==> src/sy_params.svh <==
// offsets, field positions, reset values and fixed ratios of the synthesizer
`ifndef SY_PARAMS_SVH
`define SY_PARAMS_SVH
`define SY_REG_FIRST     4'h1
`define SY_REG_LAST      4'hA
`define SY_REG_LOOP_TX   4'h1
`define SY_REG_LOOP_RX   4'h2
`define SY_REG_LO2       4'h3
`define SY_REG_CLK       4'h4
`define SY_REG_STAT      4'h5
`define SY_REG_AUDIO     4'h6
`define SY_REG_MODE      4'h7
`define SY_REG_RST       24'h000000
`define SY_N_MSB         19
`define SY_N_LSB         7
`define SY_A_MSB         6
`define SY_A_LSB         0
`define SY_GAIN_BIT      20
`define SY_LO2_N_MSB     13
`define SY_LO2_N_LSB     0
`define SY_LO2_GAIN_BIT  14
`define SY_TRIM_MSB      20
`define SY_TRIM_LSB      17
`define SY_DET_MSB       23
`define SY_DET_LSB       21
`define SY_REC_MSB       23
`define SY_REC_LSB       18
`define SY_SC_MSB        17
`define SY_SC_LSB        12
`define SY_REF_MSB       11
`define SY_REF_LSB       0
`define SY_IDLE_MSB      19
`define SY_IDLE_LSB      16
`define SY_POL_TX_BIT    22
`define SY_POL_RX_BIT    23
`define SY_POL_LO2_BIT   21
`define SY_CAP_MSB       20
`define SY_CAP_LSB       18
`define SY_MOD_MODE_BIT  13
`define SY_MONITOR_BIT   5
`define SY_MUTE_BIT      0
`define SY_ENC_DIV       5'h10
`define SY_IDLE_PRE_DIV  6'h20
`endif

==> src/sy_pkg.sv <==
// types shared by the synthesizer divider files
package sy_pkg;
   typedef struct packed
   {
      logic [12:0] main_div;
      logic [6:0]  swallow;
   } sy_loop_cfg_s;

   typedef struct packed
   {
      logic up;
      logic dn;
   } sy_pump_s;
endpackage

==> src/sy_div.sv <==
// programmable down counter that pulses at terminal count
`timescale 1ns/1ps
`default_nettype none
module sy_div
   import sy_pkg::*;
#(
   parameter int W = 4
)
(
   // clock and reset
   input  wire logic         clk,
   input  wire logic         rst_n,
   // count enable and ratio
   input  wire logic         en,
   input  wire logic [W-1:0] value,
   // terminal pulse
   output logic              tick
);
   localparam logic [W-1:0] ONE = {{(W-1){1'b0}}, 1'b1};
   logic [W-1:0] cnt;

   // [RULE21] reload at terminal
   always_ff @(posedge clk or negedge rst_n)
   begin
      if (!rst_n)
         cnt <= '0;
      else if (en)
         cnt <= (cnt == '0) ? value - ONE : cnt - ONE;
   end

   always_ff @(posedge clk or negedge rst_n)
   begin
      if (!rst_n)
         tick <= 1'b0;
      else
         tick <= en && (cnt == '0);
   end
endmodule // sy_div
`default_nettype wire

==> src/sy_synth_top.sv <==
// synthesizer dividers, swallow counters, phase detectors and trim fields
// Notes on behaviour
// [RULE1] 12-bit reference divider gives common reference of all three loops
// [RULE2] filter clock is reference over 6-bit divider then divide by two
// [RULE3] second 6-bit divider gives 16x recovery tick, then /16 encoder tick
// [RULE4] encoder tick /32 then 4-bit counter sets idle detect delay
// [RULE5] each main loop divides prescaled input by 13-bit field of reg 1 or 2
// [RULE6] reg 1/2 bit 20 selects low or high charge pump gain
// [RULE7] reg 7 bits 22 and 23 invert main loop detector sense when set
// [RULE8] 7-bit swallow counter from reg 1/2 bits 6-0 drives modulus control
// [RULE9] reg 7 bit 13 picks voltage or current drive of modulus outputs
// [RULE10] software splits total ratio into main count and swallow remainder
// [RULE11] second oscillator loop divides its input by 14-bit field of reg 3
// [RULE12] reg 3 bit 14 gain, reg 7 bit 21 polarity of second loop
// [RULE13] reg 7 bits 20-18 select second oscillator tuning capacitor
// [RULE14] reg 3 bits 20-17 trim the internal bias reference
// [RULE15] reg 6 bit 5 selects battery or carrier monitoring
// [RULE16] reg 3 bits 23-21 select detect comparator threshold ratio
// [RULE17] reg 6 bit 0 mutes the output power amplifier
// [RULE18] ten 24-bit registers at addresses one to ten
// [RULE19] recovery divider ratio comes from reg 4 bits 23-18
// [RULE20] modulus high for swallow count of prescaler cycles, low for rest
// [RULE21] dividers reload at terminal count so changes land on boundaries
`timescale 1ns/1ps
`default_nettype none
`include "sy_params.svh"
module sy_synth_top
   import sy_pkg::*;
(
   // clock and reset
   input  wire logic              clk,
   input  wire logic              rst_n,
   // register write port
   input  wire logic              wr_en,
   input  wire logic [3:0]        wr_addr,
   input  wire logic [23:0]       wr_data,
   // register read port
   input  wire logic [3:0]        rd_addr,
   output logic      [23:0]       rd_data,
   // prescaled oscillator pins
   input  wire logic              tx_prescaler_in,
   input  wire logic              rx_prescaler_in,
   input  wire logic              lo2_osc_in,
   // loop outputs
   output logic      [1:0]        modulus_ctrl,
   output logic                   modulus_current_mode,
   output sy_pump_s  [2:0]        pump,
   output logic      [2:0]        cp_high_gain,
   // derived clocks
   output logic                   pll_ref_tick,
   output logic                   sc_filter_clk,
   output logic                   recovery_x16_tick,
   output logic                   encoder_bit_tick,
   output logic                   idle_delay_tick,
   // analog trim and select
   output logic      [2:0]        lo2_cap_sel,
   output logic      [3:0]        bias_trim,
   output logic                   monitor_carrier,
   output logic      [2:0]        detect_ratio,
   output logic                   amp_mute
);
   localparam logic [6:0] ONE7 = 7'h01;

   logic [23:0]  regs [1:10];
   logic [2:0]   sync1;
   logic [2:0]   sync2;
   logic [2:0]   sync3;
   logic [2:0]   pre_edge;
   logic [2:0]   pfd_up;
   logic [2:0]   pfd_dn;
   logic [2:0]   next_up;
   logic [2:0]   next_dn;
   logic [2:0]   pol;
   logic [6:0]   a_cnt  [2];
   logic [6:0]   next_a [2];
   logic         sc_tick;
   logic         pre32_tick;
   wire  [2:0]   fb_tick;
   sy_loop_cfg_s loop_cfg [2];

   // [RULE18] register file
   always_ff @(posedge clk or negedge rst_n)
   begin
      if (!rst_n)
      begin
         for (int i = 1; i <= 10; i++)
            regs[i] <= `SY_REG_RST;
      end
      else if (wr_en && wr_addr >= `SY_REG_FIRST && wr_addr <= `SY_REG_LAST)
         regs[wr_addr] <= wr_data;
   end

   always_ff @(posedge clk or negedge rst_n)
   begin
      if (!rst_n)
         rd_data <= `SY_REG_RST;
      else if (rd_addr >= `SY_REG_FIRST && rd_addr <= `SY_REG_LAST)
         rd_data <= regs[rd_addr];
      else
         rd_data <= `SY_REG_RST;
   end

   // pin synchronisers and rising edge detect
   always_ff @(posedge clk or negedge rst_n)
   begin
      if (!rst_n)
      begin
         sync1 <= 3'h0;
         sync2 <= 3'h0;
         sync3 <= 3'h0;
      end
      else
      begin
         sync1 <= {lo2_osc_in, rx_prescaler_in, tx_prescaler_in};
         sync2 <= sync1;
         sync3 <= sync2;
      end
   end
   assign pre_edge = sync2 & ~sync3;

   // [RULE5] main and swallow fields
   assign loop_cfg[0] = '{main_div: regs[`SY_REG_LOOP_TX][`SY_N_MSB:`SY_N_LSB],
                          swallow:  regs[`SY_REG_LOOP_TX][`SY_A_MSB:`SY_A_LSB]};
   assign loop_cfg[1] = '{main_div: regs[`SY_REG_LOOP_RX][`SY_N_MSB:`SY_N_LSB],
                          swallow:  regs[`SY_REG_LOOP_RX][`SY_A_MSB:`SY_A_LSB]};
   // [RULE7] main loop polarity
   assign pol[0] = regs[`SY_REG_MODE][`SY_POL_TX_BIT];
   assign pol[1] = regs[`SY_REG_MODE][`SY_POL_RX_BIT];
   // [RULE12] second loop polarity
   assign pol[2] = regs[`SY_REG_MODE][`SY_POL_LO2_BIT];

   // [RULE1] loop reference divider
   sy_div #(.W(12)) u_ref_div
   (
      .clk   (clk),
      .rst_n (rst_n),
      .en    (1'b1),
      .value (regs[`SY_REG_CLK][`SY_REF_MSB:`SY_REF_LSB]),
      .tick  (pll_ref_tick)
   );

   // [RULE2] filter clock divider
   sy_div #(.W(6)) u_sc_div
   (
      .clk   (clk),
      .rst_n (rst_n),
      .en    (1'b1),
      .value (regs[`SY_REG_CLK][`SY_SC_MSB:`SY_SC_LSB]),
      .tick  (sc_tick)
   );

   // [RULE2] divide by two stage
   always_ff @(posedge clk or negedge rst_n)
   begin
      if (!rst_n)
         sc_filter_clk <= 1'b0;
      else if (sc_tick)
         sc_filter_clk <= ~sc_filter_clk;
   end

   // [RULE19] recovery ratio field
   sy_div #(.W(6)) u_rec_div
   (
      .clk   (clk),
      .rst_n (rst_n),
      .en    (1'b1),
      .value (regs[`SY_REG_CLK][`SY_REC_MSB:`SY_REC_LSB]),
      .tick  (recovery_x16_tick)
   );

   // [RULE3] fixed encoder divide
   sy_div #(.W(5)) u_enc_div
   (
      .clk   (clk),
      .rst_n (rst_n),
      .en    (recovery_x16_tick),
      .value (`SY_ENC_DIV),
      .tick  (encoder_bit_tick)
   );

   // [RULE4] fixed pre divide
   sy_div #(.W(6)) u_pre32_div
   (
      .clk   (clk),
      .rst_n (rst_n),
      .en    (encoder_bit_tick),
      .value (`SY_IDLE_PRE_DIV),
      .tick  (pre32_tick)
   );

   // [RULE4] idle delay counter
   sy_div #(.W(4)) u_idle_div
   (
      .clk   (clk),
      .rst_n (rst_n),
      .en    (pre32_tick),
      .value (regs[`SY_REG_STAT][`SY_IDLE_MSB:`SY_IDLE_LSB]),
      .tick  (idle_delay_tick)
   );

   // [RULE5] main counters
   for (genvar g = 0; g < 2; g++)
   begin : g_main
      sy_div #(.W(13)) u_n_div
      (
         .clk   (clk),
         .rst_n (rst_n),
         .en    (pre_edge[g]),
         .value (loop_cfg[g].main_div),
         .tick  (fb_tick[g])
      );
   end

   // [RULE11] second oscillator counter
   sy_div #(.W(14)) u_lo2_div
   (
      .clk   (clk),
      .rst_n (rst_n),
      .en    (pre_edge[2]),
      .value (regs[`SY_REG_LO2][`SY_LO2_N_MSB:`SY_LO2_N_LSB]),
      .tick  (fb_tick[2])
   );

   // [RULE20] swallow count per period
   always_comb
   begin
      for (int i = 0; i < 2; i++)
      begin
         if (fb_tick[i])
            next_a[i] = loop_cfg[i].swallow;
         else if (pre_edge[i] && a_cnt[i] != 7'h00)
            next_a[i] = a_cnt[i] - ONE7;
         else
            next_a[i] = a_cnt[i];
      end
   end

   // [RULE8] modulus control outputs
   always_ff @(posedge clk or negedge rst_n)
   begin
      if (!rst_n)
      begin
         a_cnt[0]     <= 7'h00;
         a_cnt[1]     <= 7'h00;
         modulus_ctrl <= 2'h0;
      end
      else
      begin
         for (int i = 0; i < 2; i++)
         begin
            a_cnt[i]        <= next_a[i];
            modulus_ctrl[i] <= (next_a[i] != 7'h00);
         end
      end
   end

   // [RULE1] phase detectors
   always_comb
   begin
      for (int i = 0; i < 3; i++)
      begin
         next_up[i] = (pfd_up[i] | pll_ref_tick) & ~(pfd_dn[i] | fb_tick[i]);
         next_dn[i] = (pfd_dn[i] | fb_tick[i]) & ~(pfd_up[i] | pll_ref_tick);
      end
   end

   // [RULE7] polarity swap of pump
   always_ff @(posedge clk or negedge rst_n)
   begin
      if (!rst_n)
      begin
         pfd_up <= 3'h0;
         pfd_dn <= 3'h0;
         pump   <= '0;
      end
      else
      begin
         pfd_up <= next_up;
         pfd_dn <= next_dn;
         for (int i = 0; i < 3; i++)
         begin
            pump[i].up <= pol[i] ? next_dn[i] : next_up[i];
            pump[i].dn <= pol[i] ? next_up[i] : next_dn[i];
         end
      end
   end

   // [RULE6] main pump gains
   assign cp_high_gain[1:0] = {regs[`SY_REG_LOOP_RX][`SY_GAIN_BIT],
                               regs[`SY_REG_LOOP_TX][`SY_GAIN_BIT]};
   // [RULE12] second pump gain
   assign cp_high_gain[2] = regs[`SY_REG_LO2][`SY_LO2_GAIN_BIT];
   // [RULE9] modulus drive mode
   assign modulus_current_mode = regs[`SY_REG_MODE][`SY_MOD_MODE_BIT];
   // [RULE13] tuning capacitor code
   assign lo2_cap_sel = regs[`SY_REG_MODE][`SY_CAP_MSB:`SY_CAP_LSB];
   // [RULE14] bias trim code
   assign bias_trim = regs[`SY_REG_LO2][`SY_TRIM_MSB:`SY_TRIM_LSB];
   // [RULE15] monitor mode select
   assign monitor_carrier = regs[`SY_REG_AUDIO][`SY_MONITOR_BIT];
   // [RULE16] detect ratio code
   assign detect_ratio = regs[`SY_REG_LO2][`SY_DET_MSB:`SY_DET_LSB];
   // [RULE17] amplifier mute
   assign amp_mute = regs[`SY_REG_AUDIO][`SY_MUTE_BIT];
endmodule // sy_synth_top
`default_nettype wire

==> config.mk <==
export PLATFORM = sky130hd
export DESIGN_NAME = sy_synth_top
export DESIGN_NICKNAME = d
export VERILOG_FILES = /design/src/sy_pkg.sv /design/src/sy_div.sv /design/src/sy_synth_top.sv
export VERILOG_INCLUDE_DIRS = /design/src /design/src/src
export SDC_FILE = /design/constraint.sdc
export NUM_CORES = 1
export LEC_CHECK = 0
export BUFFER_PORTS_ARGS = -buffer_cell sky130_fd_sc_hd__buf_2
export CORE_MARGIN = 2
export CORE_UTILIZATION = 55
export CTS_CLUSTER_SIZE = 40
export DETAILED_ROUTE_END_ITERATION = 6
export GPL_ROUTABILITY_DRIVEN = 1
export PLACE_DENSITY = 0.83
export SYNTH_ARGS = -nofsm -noshare
export SYNTH_HDL_FRONTEND = slang
export SYNTH_SLANG_ARGS = --single-unit
export TNS_END_PERCENT = 5
==> constraint.sdc <==
create_clock -name clk -period 2.8 [get_ports clk]
set_input_delay 0.56 -clock clk [delete_from_list [all_inputs] [get_ports clk]]
set_output_delay 0.56 -clock clk [all_outputs]
set_load 0.1 [all_outputs]
==> run summary, run 1 <==
Final Slew Violations - 0
#FFs+latches synth - 390
Vias/cell - 6.40
Initial Util - 55.9%
Buf/Inv on CP - 1
DRC - 0
Max Buffers Root-to-Sink - 3
latest clock arrival within the worst-skew pair - 0.55 ns
fin crit share - 96.1%
Die ar. - 0.0357 mm^2
final setup TNS - 0 ns
largest net degree at the start of global routing - 78
status - completed
WL per Instance - 22.5 um
Synth area leaders - dfrtp_1 (52%), mux2_2 (16%), mux4_2 (2.9%)
register area share after synthesis - 51.9%
EDFF count, synth - 0
Worst Skew - 0.0268 ns
share of cells above drive strength 1 - 32.2%
Routed Wire Length - 48.5 mm
compound-cell area share of the yosys netlist - 11.3%
Final setup viols - 0
Num CTS Buffers - 41
GRT Overall Usage - 27.5%
die extent in x - 189 um
total number of vias - 13,800
Clock Sinks - 390
Final Hold Viols - 0
Slowest cell on crit path - or3b_2
Tmin final - 2.69 ns
H-tree Lvls - 2
Cells after Synth - 1,599
post-synthesis mux area share - 20.5%
adder-cell share of the synthesized area - 0.932%
max cap viols - 0
Initial DRT Pass Iterations - 5
main combinational cell family by area after synthesis - multiplexers
Synth area leader - dfrtp_1
worst path cell trace - or4_1, nor4_4, a21oi_1, ha_1, or3b_2, buf_4, or4_1, a32oi_1, o22ai_1
Async S/R FF share, synth - 100%
CP dominant cell by count - or4_1
RSZ-0062 raised after global routing - false
Core ar. - 0.0336 mm^2
Crit Path Class - reg2reg
Design Area, Final - 0.0214 mm^2
critical-path maximum fanout - 6
Worst-path clk slew - 0.06 ns
first-pass GRT wire length - 77.4 mm
CTS tree - yes
Yosys warnings - 0
Simple-Gate Fraction of Synth Area - 10.6%
Worst Path Arrival - 3.08 ns
worst min path class - in2async
maximum VDD drop - 0.432 mV
num ports - 91
Rel. slew slack - 51.5%
Post-synth top flop - dfrtp_1
critical path capture point type - register
hpwl dp - 32.2 mm
Avg Cell Area, Syn - 11.8 um^2
Worst Tran Pin Value - 0.721 ns
ant diodes - 0
top cell type's share of synthesized area - 51.9%
Std-Cell Rows - 67
drt initial violations - 1,282
peak per-stage delay on the critical path - 0.52 ns
GR Overflow Total - 0
post-route ant nets - 0
Layout fillers - 2,415
Syn Nets - 1,651
fmax - 0.372 GHz
Final #Nets - 1,730
Placer Congestion - 0.930
# port buffers - 90
Die Span Y - 189 um
post-synthesis cell type count - 69
CTS Root Cell - clkbuf_16
P&R area growth vs syn - 13.9%
Largest delay share family, worst path - simple AND/OR/NAND/NOR gates
vias in the first global route - 13,900
Startpoint Class - register
CP Data Required Time - 3.19 ns
Synth Area in XOR/XNOR - 1.54%
Syn Std Cell Area - 0.0188 mm^2
Power Dens Cells - 885 mW/mm^2
initial antenna violation count - 1
Pleak - 0.00920 uW
Post-DP Area - 0.0200 mm^2
==> state kept, by name, indices dropped and copies added (netlist names), 5 cells and up <==
| name | flops |
|---|---|
| pump | 6 |
| u_ref_div.cnt | 12 |
| regs | 181 |
| u_sc_div.cnt | 6 |
| u_pre32_div.cnt | 6 |
| loop_cfg | 40 |
| rd_data | 24 |
| u_rec_div.cnt | 6 |
| u_lo2_div.cnt | 14 |
| u_enc_div.cnt | 5 |
| g_main.u_n_div.cnt | 26 |
| a_cnt | 14 |
==> final cells by class <==
type                    instances  area, um^2  area share, %
multi-input cells            1058        8490           39.6
clock buffers                  61        1250           5.85
clock inverters                11         148          0.690
repair buffers                156        1090           5.07
well taps                     448         561           2.62
inverters                      31         116          0.544
flip-flops and latches        390        9760           45.6
==> cells by family after synthesis <==
kind of cell,count (synthesis)
xor gates and xnor gates,33
DFF,390
adders and majority gates,14
and+or+nand+nor,378
muxes,321
buffers and inverters,151
AOI/OAI and AO/OA,312
==> Yosys cell counts, types with 14 or more instances <==
master	n
nor2_1	90
nand2_1	71
nand3_1	18
ha_1	14
o21ai_0	34
o211ai_1	16
or3_1	22
nor3_1	32
a31oi_1	21
or4_1	22
inv_1	30
a221oi_1	24
a21o_1	24
dfrtp_1	390
mux2_2	272
xor2_1	15
buf_1	29
nand2b_1	37
clkbuf_1	73
nor4_1	20
mux2i_1	25
a21oi_1	94
mux4_2	24
xnor2_1	18
==> power by group <==
part / internal [uW] / switching, uW / total, uW / leakage [uW]
clock: 3370 / 2230 / 5600 / 0.000692
combinational: 2030 / 3020 / 5050 / 0.00378
sequential: 7010 / 1300 / 8310 / 0.00473
total: 12400 / 6540 / 19000 / 0.00920
==> cell usage in the layout, fill, tap and decap left out, drive strengths merged, types with 24 or more instances in the layout <==
master	n
dfrtp	390
mux2	272
buf	156
a21oi	94
nor2	91
nand2	71
clkbuf	61
nand2b	37
o21ai	35
nor3	32
inv	31
mux2i	25
mux4	24
a221oi	24
a21o	24
==> per-stage QoR <==
stage,utilization (%),hold slack (ns),total power (uW),cells,worst slack (ns)
6_report,63.7,0.0135,19000,2155,0.110
5_1_grt,63.7,0.0601,19800,2155,0.00515
4_1_cts,63.6,0.0385,18900,2155,0.119
3_5_place_dp,59.5,0.342,13300,2083,0.143
3_3_place_gp,59.5,0.338,13100,2083,0.209
2_1_floorplan,-,0.264,11800,1599,0.00952
==> routing by layer <==
metal / up-vias / GRT usage [%] / wire (um)
met1: 7092 / 38.1 / 20600
met2: 568 / 44.0 / 23300
met3: 89 / 5.43 / 3460
li1: 6051 / - / -
met5: - / 0 / 13
met4: 2 / 8.59 / 1150
==> worst paths after layout <==
kind	slack [ns]	to	from	cells past startpoint
setup / recovery	0.11	u_lo2_div.cnt[6]	u_lo2_div.cnt[7]	9
hold / removal	0.01	modulus_ctrl[0]	rst_n	1
setup reg to reg	0.11	u_lo2_div.cnt[6]	u_lo2_div.cnt[7]	9
hold reg to reg	0.35	sync2[0]	sync1[0]	0
max in group asynchronous	2.00	regs[24]	rst_n	2
min in group clk	0.12	sync1[2]	lo2_osc_in	1
==> repair_timing <==
action	in CTS	in global routing
setup endpoints to repair	0	3
setup buffers	0	0
gates resized for setup	0	5
hold buffers	0	0
Power figures use the tool's default switching activity.
==> inputs of run 2 (changes only) <==
- SYNTH_HIERARCHICAL: not set -> 1
==> run summary, run 2 <==
largest net degree at the start of global routing - 73
Max Buffers Root-to-Sink - 3
# port buffers - 90
post-synthesis cell type count - 103
Std-Cell Rows - 69
post-route ant nets - 0
Layout fillers - 2,608
critical-path maximum fanout - 4
Synth Area in XOR/XNOR - 0.836%
overall power - 19,500 uW
initial antenna violation count - 9
register area share after synthesis - 49.0%
GRT Overall Usage - 26.5%
Initial Util - 56.0%
Tmin final - 2.74 ns
R2R Path Start - g_main[1].u_n_div/cnt[6]
Synth area leaders - dfrtp_1 (49%), mux2_2 (16%), mux4_2 (2.7%)
WL per Instance - 21.6 um
total number of vias - 14,700
Cells after Synth - 1,689
Reg2Reg Depth - 9
hold depth - 1
Final Hold Viols - 0
Num CTS Buffers - 41
status - completed
RSZ-0062 raised after global routing - true
die extent in x - 194 um
CTS tree - yes
register area - 0.00978 mm^2
Min Hold Slack - 0.108 ns
critical path launch point - g_main[1].u_n_div/cnt[6]
top cell type's share of synthesized area - 49.0%
Worst Path Arrival - 3.19 ns
footprint of the multi-input gates - 0.00957 mm^2
max cap viols - 0
Syn Std Cell Area - 0.0199 mm^2
count leader, synth - dfrtp_1
Avg Cell Area, Syn - 11.8 um^2
main combinational cell family by area after synthesis - multiplexers
top cells by count, synth - dfrtp_1 (390), mux2_2 (278), nor2_1 (114)
HP Start - rx_prescaler_in
Die Span Y - 194 um
final setup TNS - 0 ns
Power Dens Cells - 861 mW/mm^2
Simple-Gate Fraction of Synth Area - 13.0%
Yosys warnings - 6
Routed Wire Length - 50.2 mm
GR Overflow Total - 0
Die ar. - 0.0377 mm^2
CP Data Required Time - 3.25 ns
Post-DP Area - 0.0211 mm^2
Initial DRT Pass Iterations - 6
adder-cell share of the synthesized area - 0.817%
post-synthesis mux area share - 20.0%
Crit Path Class - reg2reg
Post-synth top flop - dfrtp_1
fmax - 0.365 GHz
EDFF count, synth - 0
first-pass GRT wire length - 80.7 mm
Largest Register - regs
Worst Skew - 0.0245 ns
Rel. slew slack - 57.6%
Final Slew Violations - 0
drt initial violations - 1,211
P&R area growth vs syn - 13.7%
critical path capture point type - register
Core ar. - 0.0356 mm^2
commonest non-fill, non-tap cell in the layout - dfrtp_1
Design Area, Final - 0.0226 mm^2
commonest non-fill, non-tap cells in the layout - dfrtp_1 (377), mux2_2 (278), nor2_1 (109), buf_2 (87), a21oi_1 (77)
Async S/R FF share, synth - 100%
Worst Tran Pin Value - 0.631 ns
vias in the first global route - 14,900
Synth area leader - dfrtp_1
Final setup viols - 0
latest clock arrival within the worst-skew pair - 0.56 ns
Final #Nets - 1,878
Clock Sinks - 390
max FFs per register - 181
compound-cell area share of the yosys netlist - 12.2%
share of cells above drive strength 1 - 34.0%
Placer Congestion - 0.938
DRC - 0
Vias/cell - 6.35
hpwl dp - 34.0 mm
H-tree Lvls - 2
maximum VDD drop - 0.499 mV
Worst-path clk slew - 0.06 ns
fin crit share - 97.8%
CTS Root Cell - clkbuf_16
Pleak - 0.00974 uW
#FFs+latches synth - 390
Startpoint Class - register
num ports - 91
worst min path class - in2reg
[run 2: critical path: stages, from the launching register on]
cell,delay (ns)
dfrtp_1,0.42
nor4_2,0.08
and4_1,0.24
a21oi_1,0.21
ha_2,0.24
or4b_4,0.50
or3_4,0.37
o311ai_2,0.26
o41ai_1,0.11
a22o_1,0.19
[run 2: area by class of cell]
| class | count | share of cell area [%] |
|---|---|---|
| antenna | 3 | 0.0332 |
| clock buffer | 58 | 5.17 |
| clock inverter | 16 | 0.934 |
| inverter | 49 | 0.813 |
| multi-input combinational | 1176 | 42.3 |
| sequential | 390 | 43.2 |
| tap | 461 | 2.55 |
| timing repair buffer | 169 | 5.02 |
[run 2: path summary, 6_finish.rpt]
path | slack, ns | endpoint
min in group asynchronous | 0.51 | rd_data[1]
setup reg to reg | 0.06 | g_main[1].u_n_div/cnt[8]
setup / recovery | 0.06 | g_main[1].u_n_div/cnt[8]
hold / removal | 0.11 | sync1[1]
hold reg to reg | 0.35 | sync2[1]
max in group asynchronous | 1.49 | regs[48]
[run 2: metrics by stage]
step / util [%] / std cells / setup slack, ns
after floorplan: - / 1732 / 0.0165
after global placement: 59.2 / 2230 / 0.139
after detailed placement: 59.2 / 2230 / 0.0242
after CTS: 63.1 / 2305 / 0.0177
after global routing: 63.6 / 2322 / -0.0732
final: 63.6 / 2322 / 0.0616
[run 2: what timing repair did]
item	in CTS	in global routing
setup buffers	0	14
hold buffers	1	0
endpoints found under the setup margin	0	7
endpoints found under the hold margin	37	0
resized for setup	0	26
[run 2: logic make-up after synthesis]
group	count (synthesis)
AO/OA/AOI/OAI	338
XOR/XNOR	19
adder cells (fa/ha/maj)	13
buffers and inverters	166
flip-flops	390
multiplexers	333
other	2
AND/OR/NAND/NOR	428
[run 2: routing by layer]
| layer | track usage [%] | vias up | part of all wire, % |
|---|---|---|---|
| met5 | 0 | - | 0.10 |
| met4 | 10.0 | 8 | 3.5 |
| met3 | 4.71 | 145 | 6.6 |
| met2 | 43.4 | 530 | 49 |
| met1 | 35.5 | 7503 | 41 |
| li1 | - | 6550 | - |
[run 2: power breakdown]
| group | leakage [uW] | switching (uW) | internal (uW) |
|---|---|---|---|
| Clock | 0.000676 | 2300 | 3300 |
| Combinational | 0.00427 | 3110 | 2310 |
| Sequential | 0.00480 | 1490 | 6990 |
| Total | 0.00974 | 6890 | 12600 |
